`src/core/insmt_pkg.sv`:
```
// Behaviour
// - Normal mode while the sample period setting is 0x09 or less, low-power mode from 0x0A up.
// - Data becomes available 220/290 ms after power-on and 100/170 ms after reset (normal/low power).
// - After sleep, data resumes after 4 ms in normal mode or 15 ms in low-power mode.
// - The flash test finishes after 17 ms in normal mode and 90 ms in low-power mode.
// - A flash update that stores the settings takes 50 ms.
// - The automatic self test takes 12 ms at a sample period setting of 0x01.
// - The output rate follows the sample period setting from 0x01 to 0xFF, 819.2 down to about 3.21 SPS.
// - Data ready follows each external sync pulse by about 600 us.
// - Temperature reads 0x0000 at 25 C with 0.14 C per LSB.
// - Words are 16 bits, MSB first, clock idle high, output on falling edge, input on rising edge.
// - Data ready pulses high at the end of every internal sample cycle while external sync is disabled.
package insmt_pkg;
	localparam int unsigned CLK_HZ       = 50000000;
	localparam logic [7:0]  LP_THRESHOLD = 8'h0A;
	localparam logic [7:0]  SELFTEST_SP  = 8'h01;
	localparam logic [7:0]  PERIOD_RESET = 8'h01;
	localparam int unsigned WORD_BITS    = 16;
	localparam logic [15:0] TEMP_AT_25C  = 16'h0000;
	// Times in their own units
	localparam int unsigned T_PON_N_MS   = 220;
	localparam int unsigned T_PON_L_MS   = 290;
	localparam int unsigned T_RST_N_MS   = 100;
	localparam int unsigned T_RST_L_MS   = 170;
	localparam int unsigned T_SLP_N_MS   = 4;
	localparam int unsigned T_SLP_L_MS   = 15;
	localparam int unsigned T_FT_N_MS    = 17;
	localparam int unsigned T_FT_L_MS    = 90;
	localparam int unsigned T_FU_MS      = 50;
	localparam int unsigned T_ST_MS      = 12;
	localparam int unsigned T_WAKE_US    = 20;
	localparam int unsigned T_SYNC_US    = 600;
	// Base sample period: 1/819.2 SPS = 1220.703125 us, rounded down
	localparam int unsigned T_SAMPLE_NS  = 1220703;
	localparam int unsigned CYC_PER_MS   = CLK_HZ / 1000;
	localparam int unsigned CYC_PER_US   = CLK_HZ / 1000000;
	localparam int unsigned C_WAKE       = T_WAKE_US * CYC_PER_US;
	localparam int unsigned C_SYNC       = T_SYNC_US * CYC_PER_US;
	localparam int unsigned C_SAMPLE     = T_SAMPLE_NS / 20;
	localparam int unsigned CW           = 32;
	typedef enum logic [5:0] {
		ST_BOOT  = 6'h01,
		ST_RUN   = 6'h02,
		ST_SLEEP = 6'h04,
		ST_WAKE  = 6'h08,
		ST_BUSY  = 6'h10,
		ST_RECOV = 6'h20
	} insmt_state_t;
	typedef enum logic [1:0] {
		OP_FTEST  = 2'h0,
		OP_FSAVE  = 2'h1,
		OP_STEST  = 2'h2,
		OP_RESET  = 2'h3
	} insmt_op_t;
endpackage

```
`src/core/insmt_fifo.sv`:
```
`timescale 1ns/1ps
module insmt_fifo #(
	parameter int WIDTH = 16,
	parameter int DEPTH = 8
) (
	input  wire logic             clock,
	input  wire logic             rst_n,
	input  wire logic             ce,
	input  wire logic [WIDTH-1:0] in_data,
	input  wire logic             in_valid,
	output logic                  in_ready,
	output logic      [WIDTH-1:0] out_data,
	output logic                  out_valid,
	input  wire logic             out_ready
);
	localparam int AW = $clog2(DEPTH);
	// Wrap-bit pointers only work for power-of-two depths
	if (DEPTH < 2 || (1 << AW) != DEPTH || WIDTH < 1) begin : g_bad_cfg
		$error("fifo depth must be a power of two >= 2");
	end
	logic [WIDTH-1:0] mem [DEPTH];
	logic [AW:0]      wr_q;
	logic [AW:0]      rd_q;
	wire              full  = (wr_q[AW] != rd_q[AW]) && (wr_q[AW-1:0] == rd_q[AW-1:0]);
	wire              empty = (wr_q == rd_q);
	wire              push  = ce && in_valid && !full;
	wire              pop   = ce && out_valid && out_ready;
	assign in_ready  = !full;
	assign out_valid = !empty;
	assign out_data  = mem[rd_q[AW-1:0]];
	// Storage needs no reset
	always_ff @(posedge clock) begin
		if (push)
			mem[wr_q[AW-1:0]] <= in_data;
	end
	// Pointers with wrap bit
	always_ff @(posedge clock or negedge rst_n) begin
		if (!rst_n) begin
			wr_q <= '0;
			rd_q <= '0;
		end else begin
			if (push)
				wr_q <= wr_q + 1'b1;
			if (pop)
				rd_q <= rd_q + 1'b1;
		end
	end
endmodule

```
`src/core/insmt_core.sv`:
```
`timescale 1ns/1ps
module insmt_core
	import insmt_pkg::*;
#(
	parameter int unsigned MS_CYC   = insmt_pkg::CYC_PER_MS,
	parameter int unsigned SAMP_CYC = insmt_pkg::C_SAMPLE,
	parameter int unsigned FIFO_D   = 8
) (
	input  wire logic        clock,
	input  wire logic        rst_n,
	input  wire logic        ce,
	input  wire logic        cs_n,
	input  wire logic        sclk,
	input  wire logic        mosi,
	output logic             miso,
	output logic             miso_oe,
	input  wire logic        external_sync_input,
	input  wire logic        sync_enable,
	input  wire logic [7:0]  sample_period_setting,
	input  wire logic        sleep_req,
	input  wire logic        op_start,
	input  wire logic [1:0]  op_code,
	input  wire logic [15:0] sample_data,
	input  wire logic [15:0] temp_offset_lsb,
	output logic             sample_done_line,
	output logic             low_power,
	output logic             data_avail,
	output logic             op_busy,
	output logic [15:0]      temp_out,
	output logic [15:0]      rx_word,
	output logic             rx_valid
);
	import insmt_pkg::*;
	// Refuse parameters the counters cannot serve
	if (MS_CYC < 1 || SAMP_CYC < 1 || FIFO_D < 2) begin : g_bad_cfg
		$error("core parameters out of range");
	end
	// Reset release through two flops
	logic rs1_q, rs2_q;
	always_ff @(posedge clock or negedge rst_n) begin
		if (!rst_n) begin
			rs1_q <= 1'b0;
			rs2_q <= 1'b0;
		end else begin
			rs1_q <= 1'b1;
			rs2_q <= rs1_q;
		end
	end
	wire rn = rs2_q;
	// Pin synchronisers, first stage read only by second
	logic [3:0] p1_q, p2_q, p3_q;
	always_ff @(posedge clock or negedge rn) begin
		if (!rn) begin
			p1_q <= 4'hF;
			p2_q <= 4'hF;
			p3_q <= 4'hF;
		end else if (ce) begin
			p1_q <= {external_sync_input, mosi, sclk, cs_n};
			p2_q <= p1_q;
			p3_q <= p2_q;
		end
	end
	wire cs_s    = p2_q[0];
	wire sck_s   = p2_q[1];
	wire sck_p   = p3_q[1];
	wire din_s   = p2_q[2];
	wire sync_rise = p2_q[3] && !p3_q[3];
	wire sck_fall  = sck_p && !sck_s;
	wire sck_rise  = !sck_p && sck_s;
	wire cs_fall   = p3_q[0] && !cs_s;
	assign low_power = (sample_period_setting >= LP_THRESHOLD);
	// Temperature: offset-corrected, zero at 25 C, 0.14 C per LSB
	always_ff @(posedge clock or negedge rn) begin
		if (!rn)
			temp_out <= '0;
		else if (ce)
			temp_out <= temp_offset_lsb - TEMP_AT_25C;
	end
	// Delays in ms, mode-dependent except flash update and self test
	logic [8:0] boot_ms;
	logic       boot_pwr_q;
	insmt_state_t st_q, st_d;
	logic [CW-1:0] cnt_q;
	logic [CW-1:0] msc_q;
	logic [8:0]    ms_q, ms_lim_q;
	wire ms_tick = (msc_q == MS_CYC - 1);
	assign boot_ms = boot_pwr_q ? (low_power ? 9'(T_PON_L_MS) : 9'(T_PON_N_MS))
	                            : (low_power ? 9'(T_RST_L_MS) : 9'(T_RST_N_MS));
	wire [8:0] slp_ms = low_power ? 9'(T_SLP_L_MS) : 9'(T_SLP_N_MS);
	wire [8:0] op_ms  = (op_code == OP_FTEST) ? (low_power ? 9'(T_FT_L_MS) : 9'(T_FT_N_MS))
	                  : (op_code == OP_FSAVE) ? 9'(T_FU_MS)
	                  : (op_code == OP_STEST) ? 9'(T_ST_MS)
	                  : (low_power ? 9'(T_RST_L_MS) : 9'(T_RST_N_MS));
	wire ms_done = ms_tick && (ms_q == ms_lim_q - 9'd1);
	wire wake_ok = (cnt_q >= CW'(C_WAKE));
	// Mode sequencer
	always_comb begin
		st_d = st_q;
		case (st_q)
			ST_BOOT:  if (ms_done) st_d = ST_RUN;
			ST_RUN: begin
				if (sleep_req) st_d = ST_SLEEP;
				else if (op_start) st_d = (op_code == OP_RESET) ? ST_BOOT : ST_BUSY;
			end
			ST_SLEEP: if (!cs_s) st_d = ST_WAKE;
			ST_WAKE: begin
				if (cs_s) st_d = wake_ok ? ST_RECOV : ST_SLEEP;
			end
			ST_BUSY:  if (ms_done) st_d = ST_RUN;
			ST_RECOV: if (ms_done) st_d = ST_RUN;
			default:  st_d = ST_BOOT;
		endcase
	end
	wire enter = (st_d != st_q);
	// State and millisecond timer
	always_ff @(posedge clock or negedge rn) begin
		if (!rn) begin
			st_q       <= ST_BOOT;
			boot_pwr_q <= 1'b1;
			msc_q      <= '0;
			ms_q       <= '0;
			ms_lim_q   <= 9'(T_PON_N_MS);
			cnt_q      <= '0;
		end else if (ce) begin
			st_q  <= st_d;
			msc_q <= (enter || ms_tick) ? '0 : msc_q + 1'b1;
			ms_q  <= enter ? 9'd0 : (ms_tick ? ms_q + 9'd1 : ms_q);
			cnt_q <= (st_q == ST_WAKE && !enter) ? cnt_q + 1'b1 : '0;
			if (st_q == ST_BOOT)
				ms_lim_q <= boot_ms;
			else if (st_d == ST_BUSY && enter)
				ms_lim_q <= op_ms;
			else if (st_d == ST_RECOV && enter)
				ms_lim_q <= slp_ms;
			// Soft reset goes straight to boot so recovery is timed only once
			if (st_q == ST_RUN && st_d == ST_BOOT)
				boot_pwr_q <= 1'b0;
		end
	end
	assign data_avail = (st_q == ST_RUN);
	assign op_busy    = (st_q == ST_BUSY);
	// Sample cycle: period scales with setting, 0x00 treated as 0x01
	wire [7:0]     sp_eff = (sample_period_setting == 8'h00) ? 8'h01 : sample_period_setting;
	logic [CW-1:0] smp_q, syn_q;
	logic          syn_arm_q, done_q;
	wire [CW-1:0]  smp_lim = CW'(SAMP_CYC) * CW'(sp_eff);
	wire int_done  = !sync_enable && (smp_q >= smp_lim - 1'b1);
	wire sync_done = sync_enable && syn_arm_q && (syn_q == CW'(C_SYNC) - 1'b1);
	always_ff @(posedge clock or negedge rn) begin
		if (!rn) begin
			smp_q     <= '0;
			syn_q     <= '0;
			syn_arm_q <= 1'b0;
			done_q    <= 1'b0;
		end else if (ce) begin
			smp_q  <= (!data_avail || int_done) ? '0 : smp_q + 1'b1;
			done_q <= data_avail && (int_done || sync_done);
			if (sync_rise && data_avail) begin
				syn_arm_q <= 1'b1;
				syn_q     <= '0;
			end else if (sync_done) begin
				syn_arm_q <= 1'b0;
			end else if (syn_arm_q) begin
				syn_q <= syn_q + 1'b1;
			end
		end
	end
	assign sample_done_line = done_q;
	// Samples queue for the serial port
	logic [15:0] fq_data;
	logic        fq_valid, fq_ready, fq_in_ready;
	insmt_fifo #(.WIDTH(16), .DEPTH(FIFO_D)) u_fifo (
		.clock     (clock),
		.rst_n     (rn),
		.ce        (ce),
		.in_data   (sample_data),
		.in_valid  (done_q),
		.in_ready  (fq_in_ready),
		.out_data  (fq_data),
		.out_valid (fq_valid),
		.out_ready (fq_ready)
	);
	// Full queue drops newest sample: sensors cannot stall
	// Serial shifter: MSB first, drive on fall, sample on rise
	logic [15:0] tx_q, rxs_q;
	logic [4:0]  bit_q;
	logic        held_q;
	wire         word_end = sck_rise && (bit_q == 5'(WORD_BITS - 1));
	// Burst word loads on the first fall after a word, not at its end:
	// a frame that stops after one word must not swallow the next sample
	wire         next_ld  = !cs_s && sck_fall && (bit_q == 5'd0) && !held_q;
	wire         load     = cs_fall || next_ld;
	assign fq_ready = load && fq_valid;
	always_ff @(posedge clock or negedge rn) begin
		if (!rn) begin
			tx_q     <= '0;
			rxs_q    <= '0;
			bit_q    <= '0;
			rx_word  <= '0;
			rx_valid <= 1'b0;
			miso     <= 1'b0;
			held_q   <= 1'b0;
		end else if (ce) begin
			rx_valid <= 1'b0;
			if (cs_s) begin
				bit_q  <= '0;
				held_q <= 1'b0;
			end else begin
				if (sck_rise) begin
					rxs_q <= {rxs_q[14:0], din_s};
					bit_q <= word_end ? 5'd0 : bit_q + 5'd1;
				end
				if (word_end) begin
					rx_word  <= {rxs_q[14:0], din_s};
					rx_valid <= 1'b1;
					held_q   <= 1'b0;
				end
				if (sck_fall && bit_q != 5'd0)
					miso <= tx_q[15];
				if (sck_fall && bit_q != 5'd0)
					tx_q <= {tx_q[14:0], 1'b0};
			end
			if (load) begin
				held_q <= 1'b1;
				tx_q <= fq_valid ? {fq_data[14:0], 1'b0} : 16'h0000;
				miso <= fq_valid ? fq_data[15] : 1'b0;
			end
		end
	end
	assign miso_oe = !cs_s;
	// Low-power flag follows the setting threshold
	property p_lowpower;
		@(posedge clock) disable iff (!rn)
		low_power == (sample_period_setting > 8'h09);
	endproperty
	a_lowpower: assert property (p_lowpower) else $error("mode threshold wrong");
	property p_done_pulse;
		@(posedge clock) disable iff (!rn)
		sample_done_line |=> !sample_done_line;
	endproperty
	a_done_pulse: assert property (p_done_pulse) else $error("done not a pulse");
	property p_sync_delay;
		@(posedge clock) disable iff (!rn)
		(ce && sync_done) |=> sample_done_line;
	endproperty
	a_sync_delay: assert property (p_sync_delay) else $error("sync ready missing");
	property p_boot_quiet;
		@(posedge clock) disable iff (!rn)
		(st_q == ST_BOOT) |-> !data_avail && !sample_done_line;
	endproperty
	a_boot_quiet: assert property (p_boot_quiet) else $error("data before boot end");
	property p_recov_quiet;
		@(posedge clock) disable iff (!rn)
		(st_q == ST_RECOV) |-> !data_avail;
	endproperty
	a_recov_quiet: assert property (p_recov_quiet) else $error("data during recovery");
	property p_busy_len;
		@(posedge clock) disable iff (!rn)
		$rose(op_busy) |-> op_busy[*8];
	endproperty
	a_busy_len: assert property (p_busy_len) else $error("operation ended early");
	property p_sleep_hold;
		@(posedge clock) disable iff (!rn)
		(st_q == ST_WAKE && cs_s && !wake_ok) |=> (st_q == ST_SLEEP);
	endproperty
	a_sleep_hold: assert property (p_sleep_hold) else $error("short wake accepted");
	property p_rx_word;
		@(posedge clock) disable iff (!rn)
		rx_valid |-> $past(bit_q) == 5'd15;
	endproperty
	a_rx_word: assert property (p_rx_word) else $error("word not 16 bits");
endmodule

```
`config.mk`:
```
export PLATFORM = sky130hd
export DESIGN_NAME = insmt_core
export DESIGN_NICKNAME = d
export VERILOG_FILES = /design/src/core/insmt_pkg.sv /design/src/core/insmt_fifo.sv /design/src/core/insmt_core.sv
export SDC_FILE = /design/constraint.sdc
export NUM_CORES = 1
export LEC_CHECK = 0
export BUFFER_PORTS_ARGS = -buffer_cell sky130_fd_sc_hd__buf_4
export CORE_MARGIN = 4
export CORE_UTILIZATION = 23
export CTS_BUF_LIST = sky130_fd_sc_hd__clkbuf_16
export DETAILED_ROUTE_END_ITERATION = 7
export SLEW_MARGIN = 20
export SYNTH_ARGS = -nofsm -noshare
export SYNTH_HDL_FRONTEND = slang
export SYNTH_HIERARCHICAL = 1
export SYNTH_SLANG_ARGS = --single-unit
```
`constraint.sdc`:
```
create_clock -name clock -period 9.85 [get_ports clock]
set_input_delay 1.4775 -clock clock [delete_from_list [all_inputs] [get_ports clock]]
set_output_delay 1.4775 -clock clock [all_outputs]
set_load 0.05 [all_outputs]
```
==> results of run 1 <==
==> power breakdown <==
part | total [mW] | switching (mW) | internal, mW
sequential | 1.90 | 0.152 | 1.75
combinational | 1.79 | 1.01 | 0.784
clock | 1.58 | 0.672 | 0.912
==> layer usage <==
metal,up-vias,part of all wire
met3,60,0.048
li1,6961,-
met5,-,0
met4,0,0.021
met1,6956,0.48
met2,275,0.45
==> state kept, by name, summed over array words and instances (netlist names), 15 cells and up <==
name,cells
u_fifo/mem,128
cnt_q,32
msc_q,32
smp_q,32
syn_q,32
rx_word,16
temp_out,16
rxs_q,15
tx_q,15
==> stage by stage <==
stage,cells,util,total power [mW],hold WS (ns),area [um^2]
floorplan,1897,-,3.30,0.331,21000
global placement,3111,0.255,3.70,0.335,23000
detailed placement,3112,0.255,3.72,0.344,23000
CTS,3192,0.271,5.35,0.363,24400
global route,3193,0.271,5.67,0.376,24400
finish,3193,0.271,5.28,0.357,24400
==> logic make-up after synthesis <==
logic type | count (synthesis) | share of synthesized area
compound gates | 221 | 0.0688
xor+xnor | 149 | 0.0623
flops | 374 | 0.478
simple gates | 665 | 0.163
other cells | 1 | 0.000179
fa+ha+maj | 140 | 0.0996
mux | 118 | 0.0843
buf+inv | 229 | 0.0439
==> path summary, 6_finish.rpt <==
check | end | slack [ns] | cells after the start
max in group asynchronous | st_q[1] | 7.53 | 2
worst max register to register | u_fifo/rd_q[1] | 6.56 | 7
worst min-delay path | rn | 0.36 | 0
worst max-delay path | smp_q[29] | 1.30 | 29
min in group asynchronous | temp_out[12] | 0.38 | 0
worst min register to register | rn | 0.36 | 0
==> layout by cell type (no fill, tap or decap), types with 77 or more instances in the layout <==
| cell | netlist | routed |
|---|---|---|
| mux2_2 | 77 | 77 |
| buf_4 | 1 | 111 |
| xor2_1 | 84 | 84 |
| edfxtp_1 | 128 | 128 |
| nand3_1 | 87 | 87 |
| inv_1 | 154 | 166 |
| ha_1 | 94 | 94 |
| nand2_1 | 123 | 123 |
| nor2_1 | 167 | 166 |
| dfrtp_1 | 228 | 226 |
==> area by class of cell <==
class                      count  share of cell area
clock inverter                37              0.0139
sequential                   374               0.410
antenna                        1            0.000102
tap                         1176              0.0602
clock buffer                  43              0.0440
multi-input combinational   1294               0.412
timing repair buffer         113              0.0354
inverter                     155              0.0238
==> flow_summary.toml, run 1 <==
[floorplanning]
dieArea_um2 = 96000
design.core.area_um2 = 90100
die_h_um = 310
io_pins = 91
initial_core_util = 0.233
row_count = 110
die_w_um = 310

[synth]
ys_seq_area_frac = 0.478
synthFlopType = "dfrtp_1"
synth_fp_nets = 2088
synth.avg_cell_area_um2 = 11.0
ys_seq_elements = 374
synthTopCellsByArea = "dfrtp_1 27%, edfxtp_1 18%, ha_1 5.6%"
synth_cell_types = 89
netlist.area_leader.share = 0.272
synth_most_common_cell = "dfrtp_1"
async_reset_ff_frac = 0.658
synth_common_cells = "228 x dfrtp_1, 167 x nor2_1, 154 x inv_1"
yosys.area.top_type = "dfrtp_1"
yosys_warnings = 6
synth_edf_count = 128
syn_inst = 1897
syn_area_um2 = 21000

[clocking]
clock_sinks = 374
cts_resized = 0
cts_tree = "done"
worst_skew_pair.late_latency_ns = 0.58
post-cts-setup-buffers = 0
cts_buffers = 43
htree_levels = 2
clockBufferDepth = 3
clock-root-buffer = "clkbuf_16"
clkTransAtPathRegs_ns = 0.06
postCtsHoldBufs = 0

[timing]
max_freq_ghz = 0.117
rsz0062_at_grt = "false"
period_minus_slack_ns = 8.55
setup_viol = 0
worst_slew_pin_slew_ns = 1.07
hold_viol_final = 0
slew_headroom = 0.285
fin_worst_skew_ns = 0.0194
fin_crit_sh = 0.868
finalWorstSetupSlack_ns = 1.30
slew_viol_final = 0
tns_ns = 0

[place]
gp_congestion = 0.837
pre_cts_ws_ns = 0.835
dp_hpwl_um = 31700
port_buffers = 90

[global_routing]
grt_first_pass_wirelength_um = 76800
grt_max_degree = 156
grt_pass1_vias = 14200
use_met3 = 0.0200
grt-busiest-layer = "met2"
grt-ovfl-total = 0
grtUsageTotal = 0.0969
use_met2 = 0.155
antenna_found_initial = 1
use_met1 = 0.134

[power_and_ir_drop]
power_leakage_nw = 10.1
ir_drop_mv = 0.213
power_density_nw_per_um2 = 216

[critical_path]
cp_slowest_cell = "a211oi_4"
crit_top_cell = "inv_1"
path_max_fanout = 17
critPathBufInv = 6
worstSetupPathType = "in -> reg"
cp-startpoint = "sample_period_setting[7]"
critical_path.startpoint_type = "primary input"
worstPathArrival_ns = 8.98
cp_slowest_stage_delay_ns = 0.58
r2r-start = "u_fifo/rd_q[2]"
cp_top_family = "compound AO/OA/AOI/OAI gates"
cp.required_ns = 10.28
endpoint_kind = "flop"

[routing]
drt.antenna.violating_nets = 0
drc = 0
drt-initial-drc-count = 844
vias = 14300
wl_um = 46700
via_per_inst = 4.46
routedWlPerCell_um = 14.6
first_pass_iters = 5

[layout]
fin_nets = 2172
multiInputGateArea_um2 = 10100
drive_gt1_frac = 0.151
regArea_um2 = 10000
synthToLayoutAreaGrowth_pct = 16.6
fill_cells = 9321

[flow_run]
drv_cap = 0

[min_path]
min-delay-start = "rs1_q"
hp-class = "reg -> reg"

[outcome]
outcome = "completed"
Note: power is estimated with default switching activity, not from simulation.
==> inputs of run 2 (changes only) <==
--- a/config.mk
+++ b/config.mk
@@ -10,6 +10,7 @@
 export CORE_UTILIZATION = 23
 export CTS_BUF_LIST = sky130_fd_sc_hd__clkbuf_16
 export DETAILED_ROUTE_END_ITERATION = 7
+export PLACE_DENSITY_LB_ADDON = 0.1
 export SLEW_MARGIN = 20
 export SYNTH_ARGS = -nofsm -noshare
 export SYNTH_HDL_FRONTEND = slang
==> run 2 against run 1 <==
  * Routed wire length increased by 16%
  * Cell area grew 0.52%
  * First-iteration DRC count decreased by 26%
  * Cell count up 0.28%
  * Combinational power grew 3%
  * Via count grew 0.80%
  * Die area unchanged
  * Largest cell class unchanged
  * Worst setup slack improved by 0.24 ns
  * Sequential cell count did not move
  * Clock power increased by 9%
  * Utilization grew 0.14 points
==> flow_summary.toml, run 2 (same netlist as run 1, synthesis figures left out) <==
[outcome]
outcome = "completed"

[routing]
via_per_inst = 4.49
first_pass_iters = 5
routedWlPerCell_um = 16.9
drt.antenna.violating_nets = 0
drt-initial-drc-count = 624
wl_um = 54200
drc = 0
vias = 14400

[critical_path]
cp-startpoint = "sample_period_setting[7]"
endpoint = "smp_q[29]"
endpoint_kind = "flop"
cp_slowest_cell = "fa_1"
critical_path.startpoint_type = "primary input"
rrSetupSlack_ns = 6.56
cp.required_ns = 10.29
worstSetupPathType = "in -> reg"
cp_slowest_stage_delay_ns = 0.55
worstPathArrival_ns = 8.75
r2r_cells = 6
r2r-start = "st_q[5]"
crit_top_cell = "inv_1"
path_max_fanout = 30
worstReg2RegEnd = "ms_lim_q[5]"

[clocking]
postCtsHoldBufs = 0
clock_sinks = 374
post-cts-setup-buffers = 0
cts_resized = 0
clkTransAtPathRegs_ns = 0.06
cts_tree = "done"
htree_levels = 2
clock-root-buffer = "clkbuf_16"
clockBufferDepth = 3
cts_buffers = 49
worst_skew_pair.late_latency_ns = 0.60

[timing]
fin_worst_skew_ns = 0.0340
hold_viol_final = 0
tns_ns = 0
worst_slew_pin_slew_ns = 1.11
max_freq_ghz = 0.120
setup_viol = 0
fin_crit_sh = 0.844
slew_headroom = 0.258
slew_viol_final = 0
period_minus_slack_ns = 8.31
rsz0062_at_grt = "false"

[floorplanning]
initial_core_util = 0.233
design.core.area_um2 = 90100
row_count = 110
die_w_um = 310
dieArea_um2 = 96000
die_h_um = 310
io_pins = 91

[power_and_ir_drop]
ir_drop_mv = 0.143
power_density_nw_per_um2 = 223
power_leakage_nw = 10.1
total_power_mw = 5.47

[place]
gp_congestion = 0.774
dp_hpwl_um = 36900
port_buffers = 90

[global_routing]
grt_max_degree = 156
grtUsageTotal = 0.114
grt_pass1_vias = 14900
grt_first_pass_wirelength_um = 87000
antenna_found_initial = 0
grt-ovfl-total = 0

[layout]
synthToLayoutAreaGrowth_pct = 17.2
n_antenna_cell = 0
final_common_cell = "dfrtp_1"
layout_common_cells = "226 x dfrtp_1, 162 x inv_1, 161 x nor2_1"
fin_nets = 2179
largest_reg_flops = 128
drive_gt1_frac = 0.157

[flow_run]
drv_cap = 0

[min_path]
hp-class = "reg -> async"
## run 2: changes by cell type in the layout (fill, tap and decap cells not counted), sizes merged
cell	before	now
buf	113	114
bufinv	4	3
clkbuf	43	49
clkinv	17	23
clkinvlp	3	5
diode	1	0
inv	168	164
## run 2: cell type report
type / instances / area, um^2
Clock buffer: 49 / 1230
Clock inverter: 40 / 308
Fill cell: 9359 / 65600
Inverter: 155 / 582
Multi-Input combinational cell: 1294 / 10100
Sequential cell: 374 / 10000
Tap cell: 1176 / 1470
Timing Repair Buffer: 114 / 868
## run 2: routing by layer
layer,vias up,GRT usage,wire length [um]
li1,6985,-,-
met5,-,0,0
met3,59,0.0185,1910
met2,192,0.182,24600
met4,0,0.0282,1010
met1,7130,0.160,26600
## run 2: per-stage QoR
stage                     area [um^2]  std cells  hold slack [ns]  utilization  worst slack (ns)
final                           24600       3202            0.325        0.272              1.54
after global routing            24600       3202            0.354        0.272             0.939
after CTS                       24600       3202            0.347        0.272              1.52
after detailed placement        23000       3113            0.339        0.255             0.901
after global placement          23000       3113            0.337        0.255              1.16
after floorplan                 21000       1897            0.331            -              2.02
## run 2: critical path, delay by kind of cell
kind                       cells  cell delay (ns)
adders and majority gates      6             2.44
AOI/OAI and AO/OA             10             2.42
buffers and inverters          6             1.05
and+or+nand+nor                7             1.32
## run 2: worst min path at each step
stage               startpoint           end  slack, ns  cells after the start
floorplan                rs1_q            rn       0.33                      0
global placement            rn    rx_word[0]       0.34                      0
detailed placement       rs1_q            rn       0.34                      0
CTS                         rn    rx_word[7]       0.35                      0
global route             rs1_q            rn       0.35                      0
finish                      rn  temp_out[14]       0.33                      0
## run 2: power by group
group	total, mW	internal, mW	switching, mW
sequential	1.91	1.75	0.153
clock	1.72	0.986	0.730
combinational	1.85	0.785	1.06
total	5.47	3.52	1.94
